**config.mk**
```make
export PLATFORM = sky130hd
export DESIGN_NAME = rwc_top
export DESIGN_NICKNAME = d
export VERILOG_FILES = /design/src/rwc_pkg.sv /design/src/rwc_top.sv
export SDC_FILE = /design/constraint.sdc
export NUM_CORES = 1
export LEC_CHECK = 0
export ABC_AREA = 1
export BUFFER_PORTS_ARGS = -buffer_cell sky130_fd_sc_hd__clkbuf_2
export CAP_MARGIN = 10
export CELL_PAD_IN_SITES_DETAIL_PLACEMENT = 1
export CELL_PAD_IN_SITES_GLOBAL_PLACEMENT = 2
export CORE_UTILIZATION = 32
export DETAILED_ROUTE_END_ITERATION = 7
export GPL_TIMING_DRIVEN = 0
export PLACE_DENSITY = 0.86
export SLEW_MARGIN = 25
export SYNTH_ARGS = -nofsm -noshare
export SYNTH_HDL_FRONTEND = slang
export SYNTH_SLANG_ARGS = --single-unit
```
**constraint.sdc**
```tcl
create_clock -name pclk -period 7.2 [get_ports pclk]
set_input_delay 0.36 -clock pclk [delete_from_list [all_inputs] [get_ports pclk]]
set_output_delay 0.36 -clock pclk [all_outputs]
set_load 0.01 [all_outputs]
```
**src/rwc_pkg.sv**
```systemverilog
package rwc_pkg;

    // =====================================================================
    // Register indices (byte address is four times the index)
    localparam int unsigned ADDR_W         = 10;
    localparam logic [7:0]  IDX_PB_OUT     = 8'hd5;
    localparam logic [7:0]  IDX_PB_DIR     = 8'hd6;
    localparam logic [7:0]  IDX_PB_SFR     = 8'hd7;
    localparam logic [7:0]  IDX_INT_REQ    = 8'hfa;
    localparam logic [7:0]  IDX_INT_MASK   = 8'hfb;
    localparam logic [7:0]  IDX_FLAGS      = 8'hfc;
    localparam logic [7:0]  IDX_REG_PTR    = 8'hfd;
    localparam logic [7:0]  IDX_STACK_PTR  = 8'hff;
    localparam logic [7:0]  IDX_TCH        = 8'hf1;

    // =====================================================================
    // Reset values and masks
    localparam logic [7:0]  REG_CLEAR      = 8'h00;
    localparam logic [7:0]  SP_KEEP_MASK   = 8'h3f;
    localparam logic [7:0]  RP_KEEP_MASK   = 8'hf0;
    localparam logic [7:0]  FLAGS_KEEP_MASK = 8'hfc;
    localparam int unsigned FLAG_WDT_BIT   = 0;
    localparam int unsigned FLAG_SMR_BIT   = 1;
    localparam logic [7:0]  TCH_LOCK_MASK  = 8'hf8;
    localparam logic [7:0]  TCH_RESET      = 8'h70;
    localparam int unsigned WTS_LSB        = 4;
    localparam logic [2:0]  WTS_DISABLED   = 3'h0;
    localparam logic [15:0] RESET_VECTOR   = 16'h0020;

    // =====================================================================
    // Timing in crystal clock cycles
    localparam int unsigned START_DELAY_CYCLES = 10;
    localparam int unsigned PIN_HOLD_MIN_CYCLES = 30;
    localparam int unsigned WDT_BASE_CYCLES    = 65536;

    typedef enum logic [1:0] {
        ST_PIN,
        ST_START,
        ST_RUN
    } rwc_state_t;

endpackage : rwc_pkg

```
**src/rwc_top.sv**
```systemverilog
// Register access over APB was left to the implementer.
`timescale 1ns/1ns
`default_nettype none
// Contract
// - Reset from pin, watchdog or stop recovery
// - Only pin reset restores control registers
// - Reset loads program counter with vector
// - General registers untouched by any reset
// - Execution starts 11 cycles after synchronised pin high
// - Pin reset clears stack pointer top bits
// - Pin reset clears register pointer low nibble
// - Pin reset touches only two flag bits
// - Pin reset clears interrupt mask
// - Pin reset clears interrupt requests
// - Pin reset clears port B special functions
// - Pin reset makes port B all inputs
// - Port B output value survives pin reset
// - Upper timer control bits writable first instruction
// - Later writes to those bits ignored
// - Time select code sets watchdog timeout
// - Time select resets to all ones
module rwc_top #(
    parameter int unsigned WDT_BASE = rwc_pkg::WDT_BASE_CYCLES
) (
    // Clock and power-on reset
    input  wire logic                      pclk,
    input  wire logic                      presetn,
    // APB slave
    input  wire logic                      psel,
    input  wire logic                      penable,
    input  wire logic                      pwrite,
    input  wire logic [rwc_pkg::ADDR_W-1:0] paddr,
    input  wire logic [31:0]               pwdata,
    output logic [31:0]                    prdata,
    output logic                           pready,
    output logic                           pslverr,
    // Reset pin and core events
    input  wire logic                      reset_pin_n,
    input  wire logic                      instr_done,
    input  wire logic                      wdt_refresh,
    input  wire logic                      stop_recover,
    input  wire logic [7:0]                int_set,
    // Core reset control
    output logic                           cpu_reset_n,
    output logic [15:0]                    reset_vector,
    output logic                           first_instr,
    // Control registers
    output logic [7:0]                     stack_pointer,
    output logic [7:0]                     register_pointer,
    output logic [7:0]                     flags,
    output logic [7:0]                     interrupt_mask,
    output logic [7:0]                     interrupt_request,
    output logic [7:0]                     port_b_output_value,
    output logic [7:0]                     port_b_direction,
    output logic [7:0]                     port_b_special_function,
    output logic [7:0]                     timer_control_high
);

    // =====================================================================
    // Helpers
    function automatic logic [31:0] wdt_limit(input logic [2:0] sel);
        logic [2:0] sh;
        sh = sel - 3'h1;
        wdt_limit = WDT_BASE << sh;
    endfunction : wdt_limit

    function automatic logic idx_known(input logic [7:0] idx);
        unique case (idx)
            rwc_pkg::IDX_PB_OUT, rwc_pkg::IDX_PB_DIR, rwc_pkg::IDX_PB_SFR,
            rwc_pkg::IDX_INT_REQ, rwc_pkg::IDX_INT_MASK, rwc_pkg::IDX_FLAGS,
            rwc_pkg::IDX_REG_PTR, rwc_pkg::IDX_STACK_PTR,
            rwc_pkg::IDX_TCH: idx_known = 1'b1;
            default:          idx_known = 1'b0;
        endcase
    endfunction : idx_known

    // =====================================================================
    // Reset pin synchroniser
    logic                 pin_s1;
    logic                 pin_s2;
    logic                 pin_s3;
    logic                 pin_level;
    logic                 pin_rst;

    always_ff @(posedge pclk or negedge presetn) begin
        if (!presetn) begin
            pin_s1    <= 1'b0;
            pin_s2    <= 1'b0;
            pin_s3    <= 1'b0;
            pin_level <= 1'b0;
        end else begin
            pin_s1 <= reset_pin_n;
            pin_s2 <= pin_s1;
            pin_s3 <= pin_s2;
            if (pin_s2 == pin_s3) begin
                pin_level <= pin_s3;
            end
        end
    end

    assign pin_rst = !pin_level;

    // =====================================================================
    // APB access
    logic [7:0]           idx;
    logic                 access;
    logic                 wr_en;
    logic [7:0]           wdat;
    logic [7:0]           rd_val;

    assign idx    = paddr[rwc_pkg::ADDR_W-1:2];
    assign access = psel && penable;
    assign wr_en  = access && pwrite && pready && paddr[1:0] == 2'h0;
    assign wdat   = pwdata[7:0];

    always_comb begin
        unique case (idx)
            rwc_pkg::IDX_PB_OUT:    rd_val = port_b_output_value;
            rwc_pkg::IDX_PB_DIR:    rd_val = port_b_direction;
            rwc_pkg::IDX_PB_SFR:    rd_val = port_b_special_function;
            rwc_pkg::IDX_INT_REQ:   rd_val = interrupt_request;
            rwc_pkg::IDX_INT_MASK:  rd_val = interrupt_mask;
            rwc_pkg::IDX_FLAGS:     rd_val = flags;
            rwc_pkg::IDX_REG_PTR:   rd_val = register_pointer;
            rwc_pkg::IDX_STACK_PTR: rd_val = stack_pointer;
            rwc_pkg::IDX_TCH:       rd_val = timer_control_high;
            default:                rd_val = rwc_pkg::REG_CLEAR;
        endcase
    end

    always_ff @(posedge pclk or negedge presetn) begin
        if (!presetn) begin
            pready  <= 1'b0;
            prdata  <= 32'h0000_0000;
            pslverr <= 1'b0;
        end else begin
            pready <= access && !pready;
            if (access && !pready) begin
                prdata  <= pwrite ? 32'h0000_0000 : {24'h00_0000, rd_val};
                pslverr <= !idx_known(idx) || paddr[1:0] != 2'h0;
            end else begin
                prdata  <= 32'h0000_0000;
                pslverr <= 1'b0;
            end
        end
    end

    // =====================================================================
    // Reset sequencer
    rwc_pkg::rwc_state_t  state;
    logic [3:0]           start_cnt;
    logic [31:0]          wdt_cnt;
    logic [2:0]           wts;
    logic                 wdt_hit;
    logic                 smr_hit;

    assign wts     = timer_control_high[rwc_pkg::WTS_LSB +: 3];
    assign wdt_hit = state == rwc_pkg::ST_RUN && wts != rwc_pkg::WTS_DISABLED
                     && wdt_cnt == wdt_limit(wts) - 32'h0000_0001;
    assign smr_hit = state == rwc_pkg::ST_RUN && stop_recover;

    always_ff @(posedge pclk or negedge presetn) begin
        if (!presetn) begin
            state       <= rwc_pkg::ST_PIN;
            start_cnt   <= 4'h0;
            cpu_reset_n <= 1'b0;
            first_instr <= 1'b0;
        end else if (pin_rst) begin
            state       <= rwc_pkg::ST_PIN;
            start_cnt   <= 4'h0;
            cpu_reset_n <= 1'b0;
            first_instr <= 1'b0;
        end else begin
            unique case (state)
                rwc_pkg::ST_PIN: begin
                    state     <= rwc_pkg::ST_START;
                    start_cnt <= 4'h0;
                end
                rwc_pkg::ST_START: begin
                    if (start_cnt == 4'(rwc_pkg::START_DELAY_CYCLES - 1)) begin
                        state       <= rwc_pkg::ST_RUN;
                        cpu_reset_n <= 1'b1;
                        first_instr <= 1'b1;
                    end else begin
                        start_cnt <= start_cnt + 4'h1;
                    end
                end
                rwc_pkg::ST_RUN: begin
                    if (wdt_hit || smr_hit) begin
                        state       <= rwc_pkg::ST_START;
                        start_cnt   <= 4'h0;
                        cpu_reset_n <= 1'b0;
                        first_instr <= 1'b0;
                    end else if (instr_done) begin
                        first_instr <= 1'b0;
                    end
                end
            endcase
        end
    end

    // vector presented while core held in reset
    always_ff @(posedge pclk or negedge presetn) begin
        if (!presetn) begin
            reset_vector <= rwc_pkg::RESET_VECTOR;
        end else begin
            reset_vector <= rwc_pkg::RESET_VECTOR;
        end
    end

    always_ff @(posedge pclk or negedge presetn) begin
        if (!presetn) begin
            wdt_cnt <= 32'h0000_0000;
        end else if (state != rwc_pkg::ST_RUN || wdt_hit || wdt_refresh) begin
            wdt_cnt <= 32'h0000_0000;
        end else if (wts != rwc_pkg::WTS_DISABLED) begin
            wdt_cnt <= wdt_cnt + 32'h0000_0001;
        end
    end

    // =====================================================================
    // Control registers
    // no general-purpose storage is reset here
    always_ff @(posedge pclk or negedge presetn) begin
        if (!presetn) begin
            stack_pointer <= rwc_pkg::REG_CLEAR;
        end else if (pin_rst) begin
            stack_pointer <= stack_pointer & rwc_pkg::SP_KEEP_MASK;
        end else if (wr_en && idx == rwc_pkg::IDX_STACK_PTR) begin
            stack_pointer <= wdat;
        end
    end

    always_ff @(posedge pclk or negedge presetn) begin
        if (!presetn) begin
            register_pointer <= rwc_pkg::REG_CLEAR;
        end else if (pin_rst) begin
            register_pointer <= register_pointer & rwc_pkg::RP_KEEP_MASK;
        end else if (wr_en && idx == rwc_pkg::IDX_REG_PTR) begin
            register_pointer <= wdat;
        end
    end

    // cause flags, set wins over write-one clear
    always_ff @(posedge pclk or negedge presetn) begin
        if (!presetn) begin
            flags <= rwc_pkg::REG_CLEAR;
        end else if (pin_rst) begin
            flags <= flags & rwc_pkg::FLAGS_KEEP_MASK;
        end else begin
            if (wr_en && idx == rwc_pkg::IDX_FLAGS) begin
                flags[7:2] <= wdat[7:2];
                flags[1:0] <= (flags[1:0] & ~wdat[1:0]) | {smr_hit, wdt_hit};
            end else begin
                flags[1:0] <= flags[1:0] | {smr_hit, wdt_hit};
            end
        end
    end

    always_ff @(posedge pclk or negedge presetn) begin
        if (!presetn) begin
            interrupt_mask <= rwc_pkg::REG_CLEAR;
        end else if (pin_rst) begin
            interrupt_mask <= rwc_pkg::REG_CLEAR;
        end else if (wr_en && idx == rwc_pkg::IDX_INT_MASK) begin
            interrupt_mask <= wdat;
        end
    end

    // interrupt requests cleared, source set wins
    always_ff @(posedge pclk or negedge presetn) begin
        if (!presetn) begin
            interrupt_request <= rwc_pkg::REG_CLEAR;
        end else if (pin_rst) begin
            interrupt_request <= rwc_pkg::REG_CLEAR;
        end else if (wr_en && idx == rwc_pkg::IDX_INT_REQ) begin
            interrupt_request <= wdat | int_set;
        end else begin
            interrupt_request <= interrupt_request | int_set;
        end
    end

    always_ff @(posedge pclk or negedge presetn) begin
        if (!presetn) begin
            port_b_special_function <= rwc_pkg::REG_CLEAR;
        end else if (pin_rst) begin
            port_b_special_function <= rwc_pkg::REG_CLEAR;
        end else if (wr_en && idx == rwc_pkg::IDX_PB_SFR) begin
            port_b_special_function <= wdat;
        end
    end

    always_ff @(posedge pclk or negedge presetn) begin
        if (!presetn) begin
            port_b_direction <= rwc_pkg::REG_CLEAR;
        end else if (pin_rst) begin
            port_b_direction <= rwc_pkg::REG_CLEAR;
        end else if (wr_en && idx == rwc_pkg::IDX_PB_DIR) begin
            port_b_direction <= wdat;
        end
    end

    always_ff @(posedge pclk or negedge presetn) begin
        if (!presetn) begin
            port_b_output_value <= rwc_pkg::REG_CLEAR;
        end else if (!pin_rst && wr_en && idx == rwc_pkg::IDX_PB_OUT) begin
            port_b_output_value <= wdat;
        end
    end

    always_ff @(posedge pclk or negedge presetn) begin
        if (!presetn) begin
            timer_control_high <= rwc_pkg::TCH_RESET;
        end else if (pin_rst) begin
            timer_control_high <= rwc_pkg::TCH_RESET;
        end else if (wr_en && idx == rwc_pkg::IDX_TCH) begin
            if (first_instr) begin
                timer_control_high <= wdat;
            end else begin
                timer_control_high <= (timer_control_high & rwc_pkg::TCH_LOCK_MASK)
                                      | (wdat & ~rwc_pkg::TCH_LOCK_MASK);
            end
        end
    end

    // =====================================================================
    // Checks
    start_delay_a : assert property (@(posedge pclk) disable iff (!presetn)
        (state == rwc_pkg::ST_PIN && pin_level)
        |-> !cpu_reset_n ##10 !cpu_reset_n ##1 cpu_reset_n)
        else $error("core released at wrong cycle after pin");
    sp_clear_a : assert property (@(posedge pclk) disable iff (!presetn)
        pin_rst |=> stack_pointer[7:6] == 2'h0
                    && stack_pointer[5:0] == $past(stack_pointer[5:0]))
        else $error("stack pointer wrong after pin reset");
    rp_clear_a : assert property (@(posedge pclk) disable iff (!presetn)
        pin_rst |=> register_pointer[3:0] == 4'h0
                    && register_pointer[7:4] == $past(register_pointer[7:4]))
        else $error("register pointer wrong after pin reset");
    flags_keep_a : assert property (@(posedge pclk) disable iff (!presetn)
        pin_rst |=> flags[7:2] == $past(flags[7:2]))
        else $error("upper flags changed by pin reset");
    mask_clear_a : assert property (@(posedge pclk) disable iff (!presetn)
        pin_rst |=> interrupt_mask == 8'h00)
        else $error("interrupt mask not cleared");
    req_clear_a : assert property (@(posedge pclk) disable iff (!presetn)
        pin_rst |=> interrupt_request == 8'h00)
        else $error("interrupt request not cleared");
    sfr_clear_a : assert property (@(posedge pclk) disable iff (!presetn)
        pin_rst |=> port_b_special_function == 8'h00)
        else $error("special function not cleared");
    dir_clear_a : assert property (@(posedge pclk) disable iff (!presetn)
        pin_rst |=> port_b_direction == 8'h00)
        else $error("direction not cleared");
    pbout_keep_a : assert property (@(posedge pclk) disable iff (!presetn)
        pin_rst |=> $stable(port_b_output_value))
        else $error("port output value changed in pin reset");
    tch_lock_a : assert property (@(posedge pclk) disable iff (!presetn)
        (wr_en && idx == rwc_pkg::IDX_TCH && !first_instr && !pin_rst)
        |=> timer_control_high[7:3] == $past(timer_control_high[7:3]))
        else $error("locked timer control bits written");
    tch_default_a : assert property (@(posedge pclk) disable iff (!presetn)
        pin_rst |=> timer_control_high[6:4] == 3'h7)
        else $error("time select not all ones after reset");
    wdt_trip_a : assert property (@(posedge pclk) disable iff (!presetn)
        wdt_hit |=> flags[0] && !cpu_reset_n && wdt_cnt == 32'h0000_0000)
        else $error("watchdog timeout did not reset");
    smr_reset_a : assert property (@(posedge pclk) disable iff (!presetn)
        smr_hit && !pin_rst |=> flags[1] && !cpu_reset_n
                                && state == rwc_pkg::ST_START)
        else $error("stop recovery did not reset");
    keep_regs_a : assert property (@(posedge pclk) disable iff (!presetn)
        (wdt_hit && !pin_rst && !wr_en) |=> $stable(port_b_direction)
                                            && $stable(interrupt_mask))
        else $error("control registers changed by watchdog reset");

endmodule : rwc_top
`default_nettype wire

```
# After elaboration in Yosys (flattened, before gate mapping)
# Index checks and enable logic that the tools add are counted.
[word_totals]
register_bits = 150
input_bits = 59
output_inout_bits = 124
elab_cells = 140
[classes]
add_sub_neg = 4
eq_ne = 26
shift = 1
mux = 41
n_bitwise = 7
reduce_logical = 37
[op_table]
columns = ["operator", "n"]
rows = [
  ["2-to-1 mux 8 bit", 15],
  ["equality test 8 bit (second input constant)", 9],
  ["case mux 8 bit (9 select lines)", 1],
  ["2-to-1 mux 32 bit", 2],
  ["adder 32 x 1 -> 32 bit (second input constant)", 1],
  ["equality test 32 bit", 1],
  ["left shift 17 x 3 -> 32 bit (first input constant)", 1],
  ["subtractor 32 x 1 -> 32 bit (second input constant)", 1],
  ["2-to-1 mux 4 bit", 5],
  ["logical AND 1 bit", 18],
  ["OR 8 bit", 2],
  ["!= test 2 x 1 -> 1 bit (second input constant)", 6],
  ["case mux 4 bit (3 select lines)", 1],
  ["2-to-1 mux 2 bit", 5],
  ["AND reduction 2 bit", 5],
  ["2-to-1 mux 1 bit", 9],
  ["OR reduction 9 bit", 1],
  ["OR 8 x 3 -> 8 bit", 1],
  ["!= test 3 bit (second input constant)", 2],
  ["case mux 2 bit (3 select lines)", 1],
  ["AND reduction 3 bit", 2],
  ["adder 4 x 1 -> 4 bit (second input constant)", 1],
  ["equality test 4 bit (second input constant)", 1],
  ["logical NOT 2 bit", 2],
  ["16 further kinds", 23],
]

# Logic depth before layout (Yosys ltp)
[logic_depth]
ltp_word = 9
depth_mapped = 17
ltp_nobuf = 15

# Worst setup path after synthesis
# No wires, ideal clock.
[synth_path]
kind = "reg-to-reg"
from = "register timer_control_high[5]"
to = "register wdt_cnt[2]"
setup_ns = 0.080
arrival_time_ns = 2.472
t_required_ns = 7.120
slack_ns = 4.648
path_stages_with_launch = 16
synth_period_minus_slack_ns = 2.552
cell_sequence = "dfstp_2 buf_6 inv_4 nand3_2 buf_6 clkbuf_1 ha_1 or2_2 nand3_1 nor2_1 nand3_1 nor2_2 nand2_4 nand3_4 buf_8 nor3b_2"
[synth_via]
elab_chain_len = 8
[synth_rtl]
columns = ["item", "line_no", "text"]
rows = [
  ["from (decl)", "rwc_top.sv:56", "output logic [7:0] timer_control_high"],
  ["from (signal assigned)", "rwc_top.sv:313", "timer_control_high <= rwc_pkg::TCH_RESET;"],
  ["from (signal assigned)", "rwc_top.sv:315", "timer_control_high <= rwc_pkg::TCH_RESET;"],
  ["from (signal assigned)", "rwc_top.sv:318", "timer_control_high <= wdat;"],
  ["subtractor 3 x 1 -> 3 bit", "rwc_top.sv:63", "sh = sel - 3'h1;"],
  ["left shift 17 x 3 -> 32 bit", "rwc_top.sv:64", "wdt_limit = WDT_BASE << sh;"],
  ["subtractor 32 x 1 -> 32 bit", "rwc_top.sv:159", "&& wdt_cnt == wdt_limit(wts) - 32'h0000_0001;"],
  ["equality test 32 bit", "rwc_top.sv:159", ""],
  ["logical AND 1 bit", "rwc_top.sv:159", ""],
  ["logical OR 1 bit (2 in a row)", "rwc_top.sv:214", "end else if (state != rwc_pkg::ST_RUN || wdt_hit || wdt_refresh) begin"],
  ["2-to-1 mux 32 bit / nonzero test 2 bit (equally long branches)", "n/a", ""],
  ["to (signal assigned)", "rwc_top.sv:217", "wdt_cnt <= wdt_cnt + 32'h0000_0001;"],
  ["to (decl)", "rwc_top.sv:152", "logic [31:0] wdt_cnt;"],
]
# Several ways; a longest one is shown, not always the timed one.
# A chain may end at the register's enable or synchronous reset.

# Worst setup path after layout
[layout_path]
from = "register timer_control_high[4]"
to = "register wdt_cnt[9]"
# The elaborated chain is that of the path after synthesis.

==> impl_results.md <==
* DRC Markers at 0
* WP data arrival at 3.37 ns
* Final Power at 1.901 mW
* Placed cell area at 7851 um^2
* Routed vias at 6454
* Die area at 21660 um^2
* Final Net Count at 1071
* DP Worst Slack at 4.168 ns
* Synthesized flop and latch total at 126
* Critical Path Start Type: flop
* CTS Buffer Depth at 2
* GRT Total Usage at 22.01%
* Cts repair resizes at 0
* Final setup viols at 0
* Unique masters post-synth at 49
* Core outline area at 20430 um^2
* Hold depth at 1
* Post-CTS setup buffers at 0
* First-pass DRT Iterations at 5
* Worst skew pair latency at 0.43 ns
* Hold Path End: pin_s1
* I/O Buffers at 118
* Clock Sinks at 126
* Worst setup EP type: flop
* HP Class: input pin to flop
* Vias per cell at 5.003
* Clock slew seen by the registers of the worst setup and hold paths at 0.07 ns
* Worst Setup SP: timer_control_high[4]
* R2r worst-path depth at 16
* Final Skew at 0.008139 ns
* Initial core utilization at 33.01%
* Capturing point of the worst reg2reg path: wdt_cnt[9]
* Critical path type: flop to flop
* FP Rows at 52
* Largest register FFs at 32
* # IOs at 183
* Max-cap violations at 0
* Fill cells at 2544
* H-tree depth at 4
* Die H at 147.2 um
* Most flops, register: wdt_cnt
* RR Startpoint: timer_control_high[4]
* Achievable Freq at 331.3 MHz
* Setup tns final at 0 ns
* Synth warn at 0
* Post-DP HPWL at 17480 um
* PD cells at 225.4 nW/um^2
* Total grt overflow at 0
* Slew Limit Headroom at 53.32%
* Peak VDD IR at 0.1545 mV
* Status: finished clean
* P_leak at 4.168 nW
* CTS tree: built
* Initial antenna violation count at 0
* Most frequent cells in the layout: nand2_1, dfrtp_1, clkbuf_2, inv_1, nor2_1
* Clock Root Buffer: clkbuf_16
* Final Non-Filler Cells at 1290
* DR WL/cell at 18.09 um
* Avg Cell Area, Syn at 8.125 um^2
* Final Cycle Share at 41.92%
* Commonest non-fill, non-tap cell in the layout: nand2_1
* WP data required at 7.55 ns
* Final WS setup at 4.182 ns
* Unrepaired setup endpoints after global routing: false
* Sequential area share after synthesis at 46.81%
* Final Max Tran Viols at 0
* Final Util at 41.28%
* RD Place Congestion at 0.8556
* Hold buffers post-CTS at 1
* Post-Syn Area at 6744 um^2
* HP Start: reset_pin_n
* Vias in the first global route at 6537
* Final min period at 3.018 ns
* CTS buffer count at 17
* First-pass GRT wire length at 36150 um
* Synthesis-to-layout area growth at 25.05%
* Flop2flop setup slack at 4.18 ns
* Worst Tran Pin Value at 0.6965 ns
* Placed cell count at 1257
* Antenna-violating nets left at 0
* Die Wd at 147.2 um
* Largest net degree at the start of global routing at 76
* Final worst hold slack at 0.03709 ns
* Fin area at 8433 um^2
* Final wirelength at 23330 um
* Crit-path max FO at 10
* Cells after Synth at 830
* Drt first-iter violations at 411
* Layout cell share with drive strength beyond 1 at 24.02%
* Ant. Diodes at 0
* Final Hold Violating Endpoints at 0
cell type report:
type                            count  area [um^2]  share of cell area [%]
Buffer                             57        426.7                   5.059
Inverter                          100        380.4                   4.510
Clock inverter                     15        146.4                   1.736
Timing Repair Buffer              120        636.9                   7.552
Tap cell                          270        337.8                   4.006
Sequential cell                   126         3157                   37.43
Clock buffer                       17        425.4                   5.045
Multi-Input combinational cell    585         2923                   34.66
per-layer routing:
layer	track usage (%)	share of wire (%)
met1	29.85	46
met3	3.851	5.6
met5	0	0
met4	7.371	1.8
met2	35.42	47
worst max path at each step:
stage,slack [ns],depth (start not counted),to
after detailed placement,4.17,16,wdt_cnt[9]
after floorplan,4.65,15,wdt_cnt[2]
final,4.18,16,wdt_cnt[9]
after global placement,3.59,1,wdt_cnt[27]
after global routing,3.98,16,wdt_cnt[9]
after CTS,4.14,16,wdt_cnt[9]
synthesized netlist by cell type, drive strengths merged:
cell / count / area share, %
a21oi: 30 / 2.2
a221oi: 2 / 0.26
o2111ai: 2 / 0.26
inv: 98 / 5.5
nor3b: 6 / 0.82
dfrtp: 123 / 46
a41oi: 1 / 0.13
conb: 2 / 0.11
or2: 3 / 0.28
dfstp: 3 / 1.2
a211oi: 5 / 0.63
buf: 53 / 6.1
clkinv: 2 / 0.11
ha: 5 / 0.93
nor2: 82 / 5.0
and3: 1 / 0.093
nand3: 57 / 4.9
nor4: 4 / 0.37
o21ai: 71 / 5.3
maj3: 1 / 0.15
o22ai: 28 / 2.6
a2bb2oi: 1 / 0.13
nand2: 188 / 11
xnor2: 2 / 0.26
xor2: 11 / 1.4
nand4: 16 / 1.7
clkbuf: 4 / 0.22
nor3: 23 / 2.2
and2: 1 / 0.093
a31oi: 1 / 0.093
o211ai: 4 / 0.45
power by group:
group          total [mW]  switching (mW)  internal (mW)
combinational       0.273           0.177         0.0956
sequential          0.783          0.0374          0.746
clock               0.845           0.386          0.459
cell families after synthesis:
group,share of synthesized area (%)
adder cells (fa/ha/maj),1.076
flip-flops,46.81
XOR/XNOR,1.688
buffers and inverters,11.97
AND/OR/NAND/NOR,26.25
AO/OA/AOI/OAI,12.10
other,0.1114
critical path, cell delays in order (launching register included):
cell,delay [ns]
dfstp_2,0.57
buf_6,0.15
inv_2,0.08
nand3_2,0.09
buf_6,0.14
clkbuf_1,0.39
ha_1,0.33
or2_2,0.27
nand3_1,0.08
nor2_1,0.05
nand3_1,0.07
nor2_2,0.06
nand2_4,0.10
nand3_4,0.16
inv_4,0.20
nand2_1,0.07
a21oi_1,0.13
Note: power is estimated with default switching activity, not from simulation.
